[config.mk]
export PLATFORM = sky130hd
export DESIGN_NAME = fdpc_top
export DESIGN_NICKNAME = d
export VERILOG_FILES = /design/src/include/fdpc_pkg.sv /design/src/hw/fdpc_param_check.sv /design/src/hw/fdpc_copy_engine.sv /design/src/hw/fdpc_top.sv
export VERILOG_INCLUDE_DIRS = /design/src /design/src/include
export SDC_FILE = /design/constraint.sdc
export NUM_CORES = 1
export LEC_CHECK = 0
export ABC_AREA = 1
export BUFFER_PORTS_ARGS = -buffer_cell sky130_fd_sc_hd__buf_2
export CORE_MARGIN = 2
export CORE_UTILIZATION = 25
export DETAILED_ROUTE_END_ITERATION = 7
export GPL_TIMING_DRIVEN = 1
export HOLD_SLACK_MARGIN = 0.1
export PLACE_DENSITY = 0.42
export SYNTH_ARGS = -nofsm -noshare
export SYNTH_HDL_FRONTEND = slang
export SYNTH_HIERARCHICAL = 1
export SYNTH_SLANG_ARGS = --single-unit
[constraint.sdc]
create_clock -name sys_clk -period 2.3 [get_ports sys_clk]
set_input_delay 0.115 -clock sys_clk [delete_from_list [all_inputs] [get_ports sys_clk]]
set_output_delay 0.115 -clock sys_clk [all_outputs]
set_load 0.02 [all_outputs]
[src/include/fdpc_defs.svh]
// Purpose: constants for the flash download/program control block
// Assumes: AXI4-Lite, 32-bit data, byte addresses
// Notes: offsets are byte addresses of word registers
`ifndef FDPC_DEFS_SVH
`define FDPC_DEFS_SVH
`define FDPC_OFF_KEY 5'h00
`define FDPC_OFF_CODECTL 5'h04
`define FDPC_OFF_PROGSEL 5'h08
`define FDPC_OFF_ERASESEL 5'h0C
`define FDPC_OFF_DEST 5'h10
`define FDPC_OFF_RESULT 5'h14
`define FDPC_OFF_CALL 5'h18
`define FDPC_OFF_PARAM 5'h1C
`define FDPC_KEY_DOWNLOAD 8'hA5
`define FDPC_KEY_PROGRAM 8'h5A
`define FDPC_BIT_REQ 0
`define FDPC_BIT_EMUL 1
`define FDPC_BIT_INRAM 2
`define FDPC_BIT_BUSY 3
`define FDPC_BIT_HOLDIRQ 4
`define FDPC_BIT_SEL 0
`define FDPC_BIT_DESTERR 7
`define FDPC_RES_SRCSEL 2
`define FDPC_RES_KEYERR 1
`define FDPC_RES_OK 8'h00
`define FDPC_DEST_MAX 8'h0F
`define FDPC_ENTRY_INIT 12'h020
`define FDPC_ENTRY_PROG 12'h010
`define FDPC_ENTRY_MARK 16'hE0E0
`define FDPC_STACK_MAX 8'h80
`define FDPC_COPY_WORDS 9'h1FF
`define FDPC_FREQ_MIN 16'h07D0
`define FDPC_FREQ_MAX 16'h0FA0
`define FDPC_UFLASH_TOP 32'h0010_0000
`define FDPC_RAM_BASE 32'hFFFF_0000
`define FDPC_RAM_TOP 32'hFFFF_BFFF
`define FDPC_ERR_FREQ 8'h01
`define FDPC_ERR_ADDR 8'h02
`define FDPC_ERR_SRC 8'h04
`define FDPC_ERR_KEY 8'h08
`endif

[src/include/fdpc_pkg.sv]
// Purpose: types for the flash download/program control block
// Assumes: nothing
// Notes: constants live in fdpc_defs.svh
package fdpc_pkg;
  typedef enum logic [2:0] {FDPC_IDLE, FDPC_MAP, FDPC_CHECK, FDPC_COPY, FDPC_RESULT,
    FDPC_RESTORE} fdpc_dl_e;
  typedef enum logic [1:0] {FDPC_CALL_NONE, FDPC_CALL_INIT, FDPC_CALL_PROG} fdpc_call_e;
endpackage

[src/hw/fdpc_param_check.sv]
// Purpose: checks parameters of the init and program calls
// Assumes: inputs held stable while call strobe high
// Notes: pure combinational; result code zero means pass
`timescale 1ns/1ns
`include "fdpc_defs.svh"
module fdpc_param_check (
  // Call
  input wire fdpc_pkg::fdpc_call_e callKind,
  input wire logic [31:0] argR4,
  input wire logic [31:0] argR5,
  input wire logic [7:0] protectKey,
  // Result
  output logic [7:0] resultCode
);
  import fdpc_pkg::*;
  function automatic logic inFlash(input logic [31:0] a);
    inFlash = a < `FDPC_UFLASH_TOP;
  endfunction
  always_comb begin
    resultCode = `FDPC_RES_OK;
    unique case (callKind)
      FDPC_CALL_INIT: begin
        if (argR4[15:0] < `FDPC_FREQ_MIN || argR4[15:0] > `FDPC_FREQ_MAX ||
            argR4[31:16] != 16'h0000) begin
          resultCode = `FDPC_ERR_FREQ;
        end
      end
      FDPC_CALL_PROG: begin
        if (protectKey != `FDPC_KEY_PROGRAM) begin
          resultCode = `FDPC_ERR_KEY;
        end else if (!inFlash(argR5) || argR5[6:0] != 7'h00) begin
          resultCode = `FDPC_ERR_ADDR;
        end else if (inFlash(argR4)) begin
          resultCode = `FDPC_ERR_SRC;
        end
      end
      FDPC_CALL_NONE: resultCode = `FDPC_RES_OK;
      default: resultCode = `FDPC_RES_OK;
    endcase
  end
endmodule

[src/hw/fdpc_copy_engine.sv]
// Purpose: copies routine words from storage area into RAM
// Assumes: start is a one-cycle pulse, ramReady from same clock
// Notes: stalls on ramReady so RAM back-pressure reaches the copier
`timescale 1ns/1ns
`include "fdpc_defs.svh"
module fdpc_copy_engine (
  // Clock and reset
  input wire logic sys_clk,
  input wire logic nrst,
  input wire logic clkEn,
  // Control
  input wire logic start,
  input wire logic [3:0] destBlock,
  output logic done,
  // RAM write port
  output logic ramWrite,
  output logic [31:0] ramAddr,
  output logic [31:0] ramData,
  input wire logic ramReady
);
  logic [8:0] wordIdx;
  logic running;
  // Routine image stand-in: a fixed pattern per word
  function automatic logic [31:0] romWord(input logic [8:0] i);
    romWord = {23'h000000, i} ^ 32'h5A5A_0000;
    // Entry words carry a marker so callers can find them
    if ({1'b0, i, 2'b00} == `FDPC_ENTRY_PROG || {1'b0, i, 2'b00} == `FDPC_ENTRY_INIT) begin
      romWord = {`FDPC_ENTRY_MARK, 7'h00, i};
    end
  endfunction
  always_ff @(posedge sys_clk or negedge nrst) begin
    if (!nrst) begin
      running <= 1'b0;
      wordIdx <= 9'h000;
      done <= 1'b0;
    end else if (clkEn) begin
      done <= 1'b0;
      if (start && !running) begin
        running <= 1'b1;
        wordIdx <= 9'h000;
      end else if (running && ramReady) begin
        if (wordIdx == `FDPC_COPY_WORDS) begin
          running <= 1'b0;
          done <= 1'b1;
        end else begin
          wordIdx <= wordIdx + 9'h001;
        end
      end
    end
  end
  always_comb begin
    ramWrite = running;
    ramAddr = `FDPC_RAM_BASE + {16'h0000, destBlock, 12'h000} + {21'h000000, wordIdx, 2'b00};
    ramData = romWord(wordIdx);
  end
endmodule

[src/hw/fdpc_top.sv]
// Purpose: flash download request, routine copy and call checks
// Assumes: CPU and RAM interfaces on sys_clk; AXI4-Lite for registers
// Notes: routine execution itself is modelled by the call port
`timescale 1ns/1ns
`include "fdpc_defs.svh"
// Behaviour
// - Program select bit set to 1 chooses the programming routine.
// - More than one routine selected: skip copy, set source-select error.
// - Request accepted only with key A5, emulation off, write from RAM.
// - Request starts download automatically; bit clears before software resumes.
// - Map storage, check, copy, clear request bits, write result, restore map.
// - Result zero on success; bit 2 selection error, bit 1 key error (never set: a wrong key leaves the result untouched).
// - Destination register bit 7 flags bad destination; result byte untouched.
// - CPU registers kept, interrupts held during download, serviced after.
// - Init call refuses out-of-range CPU frequency with an error code.
// - Init entry at start plus 32, program entry at start plus 16.
// - Routines preserve registers except result register; stack at most 128 bytes.
// - Program call rejects destinations outside user flash or off 128-byte boundary.
// - Program call rejects a source pointer inside flash.
module fdpc_top (
  // Clock and reset
  input wire logic sys_clk,
  input wire logic nrst,
  input wire logic clkEn,
  // AXI4-Lite write address
  input wire logic s_axi_awvalid,
  output logic s_axi_awready,
  input wire logic [31:0] s_axi_awaddr,
  // AXI4-Lite write data
  input wire logic s_axi_wvalid,
  output logic s_axi_wready,
  input wire logic [31:0] s_axi_wdata,
  input wire logic [3:0] s_axi_wstrb,
  // AXI4-Lite write response
  output logic s_axi_bvalid,
  input wire logic s_axi_bready,
  output logic [1:0] s_axi_bresp,
  // AXI4-Lite read
  input wire logic s_axi_arvalid,
  output logic s_axi_arready,
  input wire logic [31:0] s_axi_araddr,
  output logic s_axi_rvalid,
  input wire logic s_axi_rready,
  output logic [31:0] s_axi_rdata,
  output logic [1:0] s_axi_rresp,
  // CPU status
  input wire logic fetchFromRam,
  input wire logic ramEmulation,
  input wire logic irqPending,
  output logic cpuHold,
  output logic irqHeld,
  output logic storageMapped,
  // RAM write port
  output logic ramWrite,
  output logic [31:0] ramAddr,
  output logic [31:0] ramData,
  input wire logic ramReady
);
  import fdpc_pkg::*;

  logic [7:0] flashProtectKey;
  logic downloadRequest;
  logic programSel;
  logic eraseSel;
  logic [7:0] downloadDestination;
  logic [7:0] downloadResult;
  logic resultValid;
  logic [7:0] routineResult;
  logic [31:0] callArgR4;
  logic [31:0] callArgR5;
  fdpc_call_e callKind;
  fdpc_dl_e dlState;
  logic copyStart;
  logic copyDone;
  logic [7:0] checkCode;
  logic fetchRamS1, fetchRamS2, emulS1, emulS2;
  logic awHeld, wHeld;
  logic [4:0] awOff;
  logic [31:0] wData;
  logic [3:0] wStrb;
  logic doWrite;
  logic next_awHeld, next_wHeld, next_bvalid;
  logic copyLast, copyReady;
  logic ramWriteInt;
  logic [31:0] ramAddrInt, ramDataInt;
  logic [7:0] selBits;

  function automatic logic mapped(input logic [31:0] a);
    mapped = a[31:5] == 27'h0000000;
  endfunction

  // Pins come from CPU status outside this clock's view
  always_ff @(posedge sys_clk or negedge nrst) begin
    if (!nrst) begin
      fetchRamS1 <= 1'b0;
      fetchRamS2 <= 1'b0;
      emulS1 <= 1'b0;
      emulS2 <= 1'b0;
    end else if (clkEn) begin
      fetchRamS1 <= fetchFromRam;
      fetchRamS2 <= fetchRamS1;
      emulS1 <= ramEmulation;
      emulS2 <= emulS1;
    end
  end

  // Write channel: address and data taken in either order
  always_ff @(posedge sys_clk or negedge nrst) begin
    if (!nrst) begin
      awHeld <= 1'b0;
      wHeld <= 1'b0;
      awOff <= 5'h00;
      wData <= 32'h0000_0000;
      wStrb <= 4'h0;
      s_axi_bvalid <= 1'b0;
      s_axi_bresp <= 2'b00;
      s_axi_awready <= 1'b0;
      s_axi_wready <= 1'b0;
    end else if (clkEn) begin
      // Ready comes from a flop, so it looks one edge ahead at the held state
      s_axi_awready <= !next_awHeld && !next_bvalid;
      s_axi_wready <= !next_wHeld && !next_bvalid;
      if (s_axi_awvalid && s_axi_awready) begin
        awHeld <= 1'b1;
        awOff <= s_axi_awaddr[4:0];
        s_axi_bresp <= mapped(s_axi_awaddr) ? 2'b00 : 2'b10;
      end
      if (s_axi_wvalid && s_axi_wready) begin
        wHeld <= 1'b1;
        wData <= s_axi_wdata;
        wStrb <= s_axi_wstrb;
      end
      if (doWrite) begin
        awHeld <= 1'b0;
        wHeld <= 1'b0;
        s_axi_bvalid <= 1'b1;
      end else if (s_axi_bvalid && s_axi_bready) begin
        s_axi_bvalid <= 1'b0;
      end
    end
  end
  always_comb begin
    doWrite = awHeld && wHeld && !s_axi_bvalid;
    next_awHeld = doWrite ? 1'b0 : (awHeld || (s_axi_awvalid && s_axi_awready));
    next_wHeld = doWrite ? 1'b0 : (wHeld || (s_axi_wvalid && s_axi_wready));
    next_bvalid = doWrite || (s_axi_bvalid && !s_axi_bready);
  end

  // Register writes
  always_ff @(posedge sys_clk or negedge nrst) begin
    if (!nrst) begin
      flashProtectKey <= 8'h00;
      downloadRequest <= 1'b0;
      programSel <= 1'b0;
      eraseSel <= 1'b0;
      downloadDestination <= 8'h00;
      callArgR4 <= 32'h0000_0000;
      callArgR5 <= 32'h0000_0000;
      callKind <= FDPC_CALL_NONE;
      routineResult <= 8'h00;
    end else if (clkEn) begin
      callKind <= FDPC_CALL_NONE;
      if (callKind != FDPC_CALL_NONE) begin
        routineResult <= checkCode;
      end
      // Also on RESTORE: a bad destination skips RESULT
      if (dlState == FDPC_RESULT || dlState == FDPC_RESTORE) begin
        downloadRequest <= 1'b0;
        programSel <= 1'b0;
        eraseSel <= 1'b0;
      end
      // Registers frozen while a download owns the bus
      if (doWrite && wStrb[0] && dlState == FDPC_IDLE && s_axi_bresp == 2'b00) begin
        unique case (awOff)
          `FDPC_OFF_KEY: flashProtectKey <= wData[7:0];
          `FDPC_OFF_CODECTL: begin
            if (wData[`FDPC_BIT_REQ] && flashProtectKey == `FDPC_KEY_DOWNLOAD &&
                !emulS2 && fetchRamS2) begin
              downloadRequest <= 1'b1;
            end
          end
          `FDPC_OFF_PROGSEL: programSel <= wData[`FDPC_BIT_SEL];
          `FDPC_OFF_ERASESEL: eraseSel <= wData[`FDPC_BIT_SEL];
          `FDPC_OFF_DEST: downloadDestination <= {1'b0, wData[6:0]};
          `FDPC_OFF_PARAM: callArgR4 <= wData;
          `FDPC_OFF_RESULT: callArgR5 <= wData;
          `FDPC_OFF_CALL: begin
            if (wData[1:0] == 2'b01) begin
              callKind <= FDPC_CALL_INIT;
            end else if (wData[1:0] == 2'b10) begin
              callKind <= FDPC_CALL_PROG;
            end
          end
          default: ;
        endcase
      end
    end
  end

  // Download sequence
  always_ff @(posedge sys_clk or negedge nrst) begin
    if (!nrst) begin
      dlState <= FDPC_IDLE;
      downloadResult <= 8'hFF;
      resultValid <= 1'b0;
      copyStart <= 1'b0;
      selBits <= 8'h00;
      copyLast <= 1'b0;
    end else if (clkEn) begin
      copyStart <= 1'b0;
      unique case (dlState)
        FDPC_IDLE: if (downloadRequest) dlState <= FDPC_MAP;
        FDPC_MAP: dlState <= FDPC_CHECK;
        FDPC_CHECK: begin
          selBits <= 8'h00;
          if (downloadDestination[6:0] > 7'(`FDPC_DEST_MAX)) begin
            dlState <= FDPC_RESTORE;
          end else if (programSel && eraseSel) begin
            selBits[`FDPC_RES_SRCSEL] <= 1'b1;
            dlState <= FDPC_RESULT;
          end else if (!programSel && !eraseSel) begin
            selBits[`FDPC_RES_SRCSEL] <= 1'b1;
            dlState <= FDPC_RESULT;
          end else begin
            copyStart <= 1'b1;
            dlState <= FDPC_COPY;
          end
        end
        FDPC_COPY: begin
          // Last word may still sit in the output stage; leave once it is taken
          if ((copyDone || copyLast) && (!ramWrite || ramReady)) begin
            copyLast <= 1'b0;
            dlState <= FDPC_RESULT;
          end else if (copyDone) begin
            copyLast <= 1'b1;
          end
        end
        FDPC_RESULT: begin
          downloadResult <= selBits;
          resultValid <= 1'b1;
          dlState <= FDPC_RESTORE;
        end
        FDPC_RESTORE: dlState <= FDPC_IDLE;
      endcase
    end
  end

  // Destination error flag lives in bit 7 of its register
  logic destErr;
  always_ff @(posedge sys_clk or negedge nrst) begin
    if (!nrst) begin
      destErr <= 1'b0;
    end else if (clkEn) begin
      if (dlState == FDPC_CHECK) begin
        destErr <= downloadDestination[6:0] > 7'(`FDPC_DEST_MAX);
      end
    end
  end

  // Read channel, one cycle to answer
  always_ff @(posedge sys_clk or negedge nrst) begin
    if (!nrst) begin
      s_axi_rvalid <= 1'b0;
      s_axi_rdata <= 32'h0000_0000;
      s_axi_rresp <= 2'b00;
      s_axi_arready <= 1'b0;
    end else if (clkEn) begin
      s_axi_arready <= !((s_axi_arvalid && s_axi_arready) || (s_axi_rvalid && !s_axi_rready));
      if (s_axi_arvalid && s_axi_arready) begin
        s_axi_rvalid <= 1'b1;
        s_axi_rresp <= mapped(s_axi_araddr) ? 2'b00 : 2'b10;
        unique case (s_axi_araddr[4:0])
          `FDPC_OFF_KEY: s_axi_rdata <= {24'h000000, flashProtectKey};
          `FDPC_OFF_CODECTL: s_axi_rdata <= {27'h0000000, irqHeld, cpuHold, fetchRamS2,
            emulS2, downloadRequest};
          `FDPC_OFF_PROGSEL: s_axi_rdata <= {31'h00000000, programSel};
          `FDPC_OFF_ERASESEL: s_axi_rdata <= {31'h00000000, eraseSel};
          `FDPC_OFF_DEST: s_axi_rdata <= {24'h000000, destErr, downloadDestination[6:0]};
          `FDPC_OFF_RESULT: s_axi_rdata <= {23'h000000, resultValid, downloadResult};
          `FDPC_OFF_CALL: s_axi_rdata <= {24'h000000, routineResult};
          `FDPC_OFF_PARAM: s_axi_rdata <= callArgR4;
          default: s_axi_rdata <= 32'h0000_0000;
        endcase
        // Unmapped reads give zero whatever the low bits decode to
        if (!mapped(s_axi_araddr)) s_axi_rdata <= 32'h0000_0000;
      end else if (s_axi_rvalid && s_axi_rready) begin
        s_axi_rvalid <= 1'b0;
      end
    end
  end

  // CPU hold and interrupt retention during download
  always_ff @(posedge sys_clk or negedge nrst) begin
    if (!nrst) begin
      cpuHold <= 1'b0;
      irqHeld <= 1'b0;
      storageMapped <= 1'b0;
    end else if (clkEn) begin
      cpuHold <= dlState != FDPC_IDLE || downloadRequest;
      storageMapped <= dlState == FDPC_MAP || dlState == FDPC_CHECK ||
        dlState == FDPC_COPY || dlState == FDPC_RESULT;
      if (irqPending && (dlState != FDPC_IDLE || downloadRequest)) begin
        irqHeld <= 1'b1;
      end else if (dlState == FDPC_IDLE && !downloadRequest) begin
        irqHeld <= 1'b0;
      end
    end
  end

  // One-word output stage; the copier advances only when the stage frees up
  always_ff @(posedge sys_clk or negedge nrst) begin
    if (!nrst) begin
      ramWrite <= 1'b0;
      ramAddr <= 32'h0000_0000;
      ramData <= 32'h0000_0000;
    end else if (clkEn && copyReady) begin
      ramWrite <= ramWriteInt;
      ramAddr <= ramAddrInt;
      ramData <= ramDataInt;
    end
  end
  always_comb begin
    copyReady = !ramWrite || ramReady;
  end

  fdpc_copy_engine copier (
    .sys_clk(sys_clk),
    .nrst(nrst),
    .clkEn(clkEn),
    .start(copyStart),
    .destBlock(downloadDestination[3:0]),
    .done(copyDone),
    .ramWrite(ramWriteInt),
    .ramAddr(ramAddrInt),
    .ramData(ramDataInt),
    .ramReady(copyReady)
  );

  fdpc_param_check callCheck (
    .callKind(callKind),
    .argR4(callArgR4),
    .argR5(callArgR5),
    .protectKey(flashProtectKey),
    .resultCode(checkCode)
  );
endmodule

==> results by group <==
Synth
  • Post-synth design cell area: 11400 sq um
  • Syn Area/Cell: 9.11 sq um
  • Syn Inst Count: 1250
  • Synthesis Warnings: 6

Floorplan
  • Die Y-Extent: 217 um
  • Site row count: 78
  • Initial Util: 0.252
  • Die Area: 47300 sq um
  • Top-Level Pins: 221
  • Die width: 217 um
  • Core Region: 45200 sq um

STA
  • RSZ-0062 raised after global routing: no
  • Hold WS: 77.2 ps
  • Layout Skew: 9.35 ps
  • Tcrit/Tclk final: 0.910
  • Max Freq: 0.478 GHz
  • Slew Viols, Final: 0
  • Final Hold Viols: 0
  • Endpoints failing setup: 0
  • Fin crit period: 2090 ps
  • Setup TNS: 0 ps
  • Worst Tran Pin Value: 905 ps
  • Worst relative slew slack: 0.397

CTS
  • Root buffer cell: clkbuf_16
  • CTS Buf Count: 31
  • Clock Latency Late Sink: 570 ps
  • H-tree depth: 1
  • Clk slew on worst S/H paths: 60 ps
  • CTS tree: done
  • Clk sinks: 251
  • CTS Buffer Depth: 3

Flow run
  • Max-cap violation count: 0

Pwr
  • Pwr dens: 887 nW/um^2
  • VDD IR-drop max: 0.568 mV
  • LEAKAGE: 7.48 nW

Route
  • DRC: 0
  • Initial drt markers: 455
  • Routed wl met2: 14700 um
  • Routed WL per cell: 14.3 um
  • WL met3: 1260 um
  • Antenna Nets Post-Route: 0
  • Vias per cell: 4.20
  • Top Layer Used: met4
  • Met1 Wirelength: 14300 um
  • DRT Pass-1 Iters: 5
  • Detailed Route WL: 31100 um
  • DR vias: 9116

Critical path
  • WS Path Type: flip-flop to flip-flop
  • Critical path startpoint: s_axi_wready
  • Crit-path cells: nand2_1 > nor2_4 > nand2_1 > dlygate4sd3_1 > o21ai_0 > dlygate4sd3_1
  • RR Startpoint: s_axi_wready
  • Worst path max stage delay: 560 ps
  • Timing endpoint of the critical path: wData[0]
  • Crit path capture type: flip-flop
  • CP required: 2810 ps
  • CP arrival: 2600 ps
  • Worst reg-to-reg path cell count: 6
  • Worst setup SP type: flip-flop
  • Cell at the slowest stage of the critical path: dlygate4sd3_1
  • Reg2Reg Setup Slack: 210 ps
  • Worst R2R End: wData[0]
  • Critical path peak fanout: 8

Global routing
  • Grt ovf: 0
  • Pin count of the biggest net entering global routing: 65
  • Tot GR Track Use: 0.131
  • First-pass GRT wire length: 49900 um
  • Initial antenna violation count: 2
  • Number of global-route vias before repair: 9355

Finish
  • # fillers: 4720
  • Syn-to-layout area delta: 32.5%
  • Fraction of layout cells with a size suffix above 1: 0.252
  • NumNets Final: 1662

Run status
  • Status: finished clean

Min path
  • Hold Path Class: primary input to flip-flop

Placed design
  • Routability congestion estimate: 0.778
  • Final HPWL from detailed placement: 20800 um
  • PortBufs: 215
## worst max-delay path, delay by kind of cell, from the launching register on
| family | cells | cell delay, ps |
|---|---|---|
| buffers and inverters | 2 | 1120 |
| and+or+nand+nor | 3 | 460 |
| DFF | 1 | 370 |
| AOI/OAI and AO/OA | 1 | 70 |
## per-stage QoR
stage | area [sq um] | total power [W] | setup WS (ps) | instances | utilization
after global placement | 13000 | 0.00809 | 374 | 2013 | 0.287
after CTS | 15000 | 0.0136 | 18.8 | 2165 | 0.332
after detailed placement | 13000 | 0.00815 | 357 | 2013 | 0.287
final | 15100 | 0.0134 | 206 | 2168 | 0.334
after global routing | 15100 | 0.0142 | 21.8 | 2168 | 0.334
after floorplan | 11500 | 0.00722 | 621 | 1284 | -
## where the power goes
part / total, W / internal (W) / switching, W / leakage [nW]
sequential: 0.00556 / 0.00516 / 0.000402 / 3.21
clock: 0.00516 / 0.00323 / 0.00193 / 0.533
combinational: 0.00266 / 0.00102 / 0.00164 / 3.74
## area by class of cell
type                            count  area, sq um  share of cell area
Timing Repair Buffer              337         2330               0.155
Clock buffer                       43          891              0.0591
Tap cell                          600          751              0.0498
Antenna cell                        2         5.00            0.000332
Clock inverter                     11          188              0.0124
Sequential cell                   251         6280               0.417
Inverter                          103          390              0.0259
Multi-Input combinational cell    821         4240               0.281
## routing by layer
layer	vias up	track usage
li1	4556	-
met3	57	0.0219
met1	4328	0.171
met4	0	0.0404
met5	-	0
met2	175	0.221
## layout by cell type (no fill, tap or decap), types with 3 or more instances in the layout
cell type        n
nor3_1           7
dlygate4sd3_1   92
nand2_1        327
nor2_1         102
nand3_1         28
nand4_1         63
buf_2          213
buf_8            3
nand3_2          4
ha_1             5
conb_1          38
clkinv_2         4
nor2_2           7
clkbuf_1         5
o21ai_0        129
mux2_2          74
clkbuf_16       32
bufinv_16        5
buf_12           5
inv_1           99
buf_4           21
o21ai_1          3
clkbuf_8         7
a21oi_1          8
dfrtp_1        249
## worst min-delay path by stage
stage                      from  cells past startpoint             end
2_1_floorplan              nrst                      0          awHeld
3_3_place_gp               nrst                      1      ramData[4]
3_5_place_dp               nrst                      1      ramData[4]
4_1_cts         s_axi_araddr[4]                      5  s_axi_rdata[8]
5_1_grt        s_axi_araddr[15]                      8  s_axi_rdata[8]
6_report       s_axi_araddr[19]                      8  s_axi_rdata[2]
## state kept, by name (all words and copies together) (netlist names), 2 cells and up
name / cells
dlState: 3
ramAddr: 32
downloadResult: 2
flashProtectKey: 8
s_axi_rdata: 32
callKind: 2
downloadDestination: 7
awOff: 5
callArgR5: 19
ramData: 32
routineResult: 8
callArgR4: 32
wData: 32
copier/wordIdx: 9
## timing repair
| action | CTS | global route |
|---|---|---|
| gates resized for setup | 0 | 16 |
| setup buffers | 0 | 4 |
| setup endpoints to repair | 0 | 55 |
| hold buffers | 98 | 0 |
| hold endpoints to repair | 308 | 0 |
Note: power is estimated with default switching activity, not from simulation.
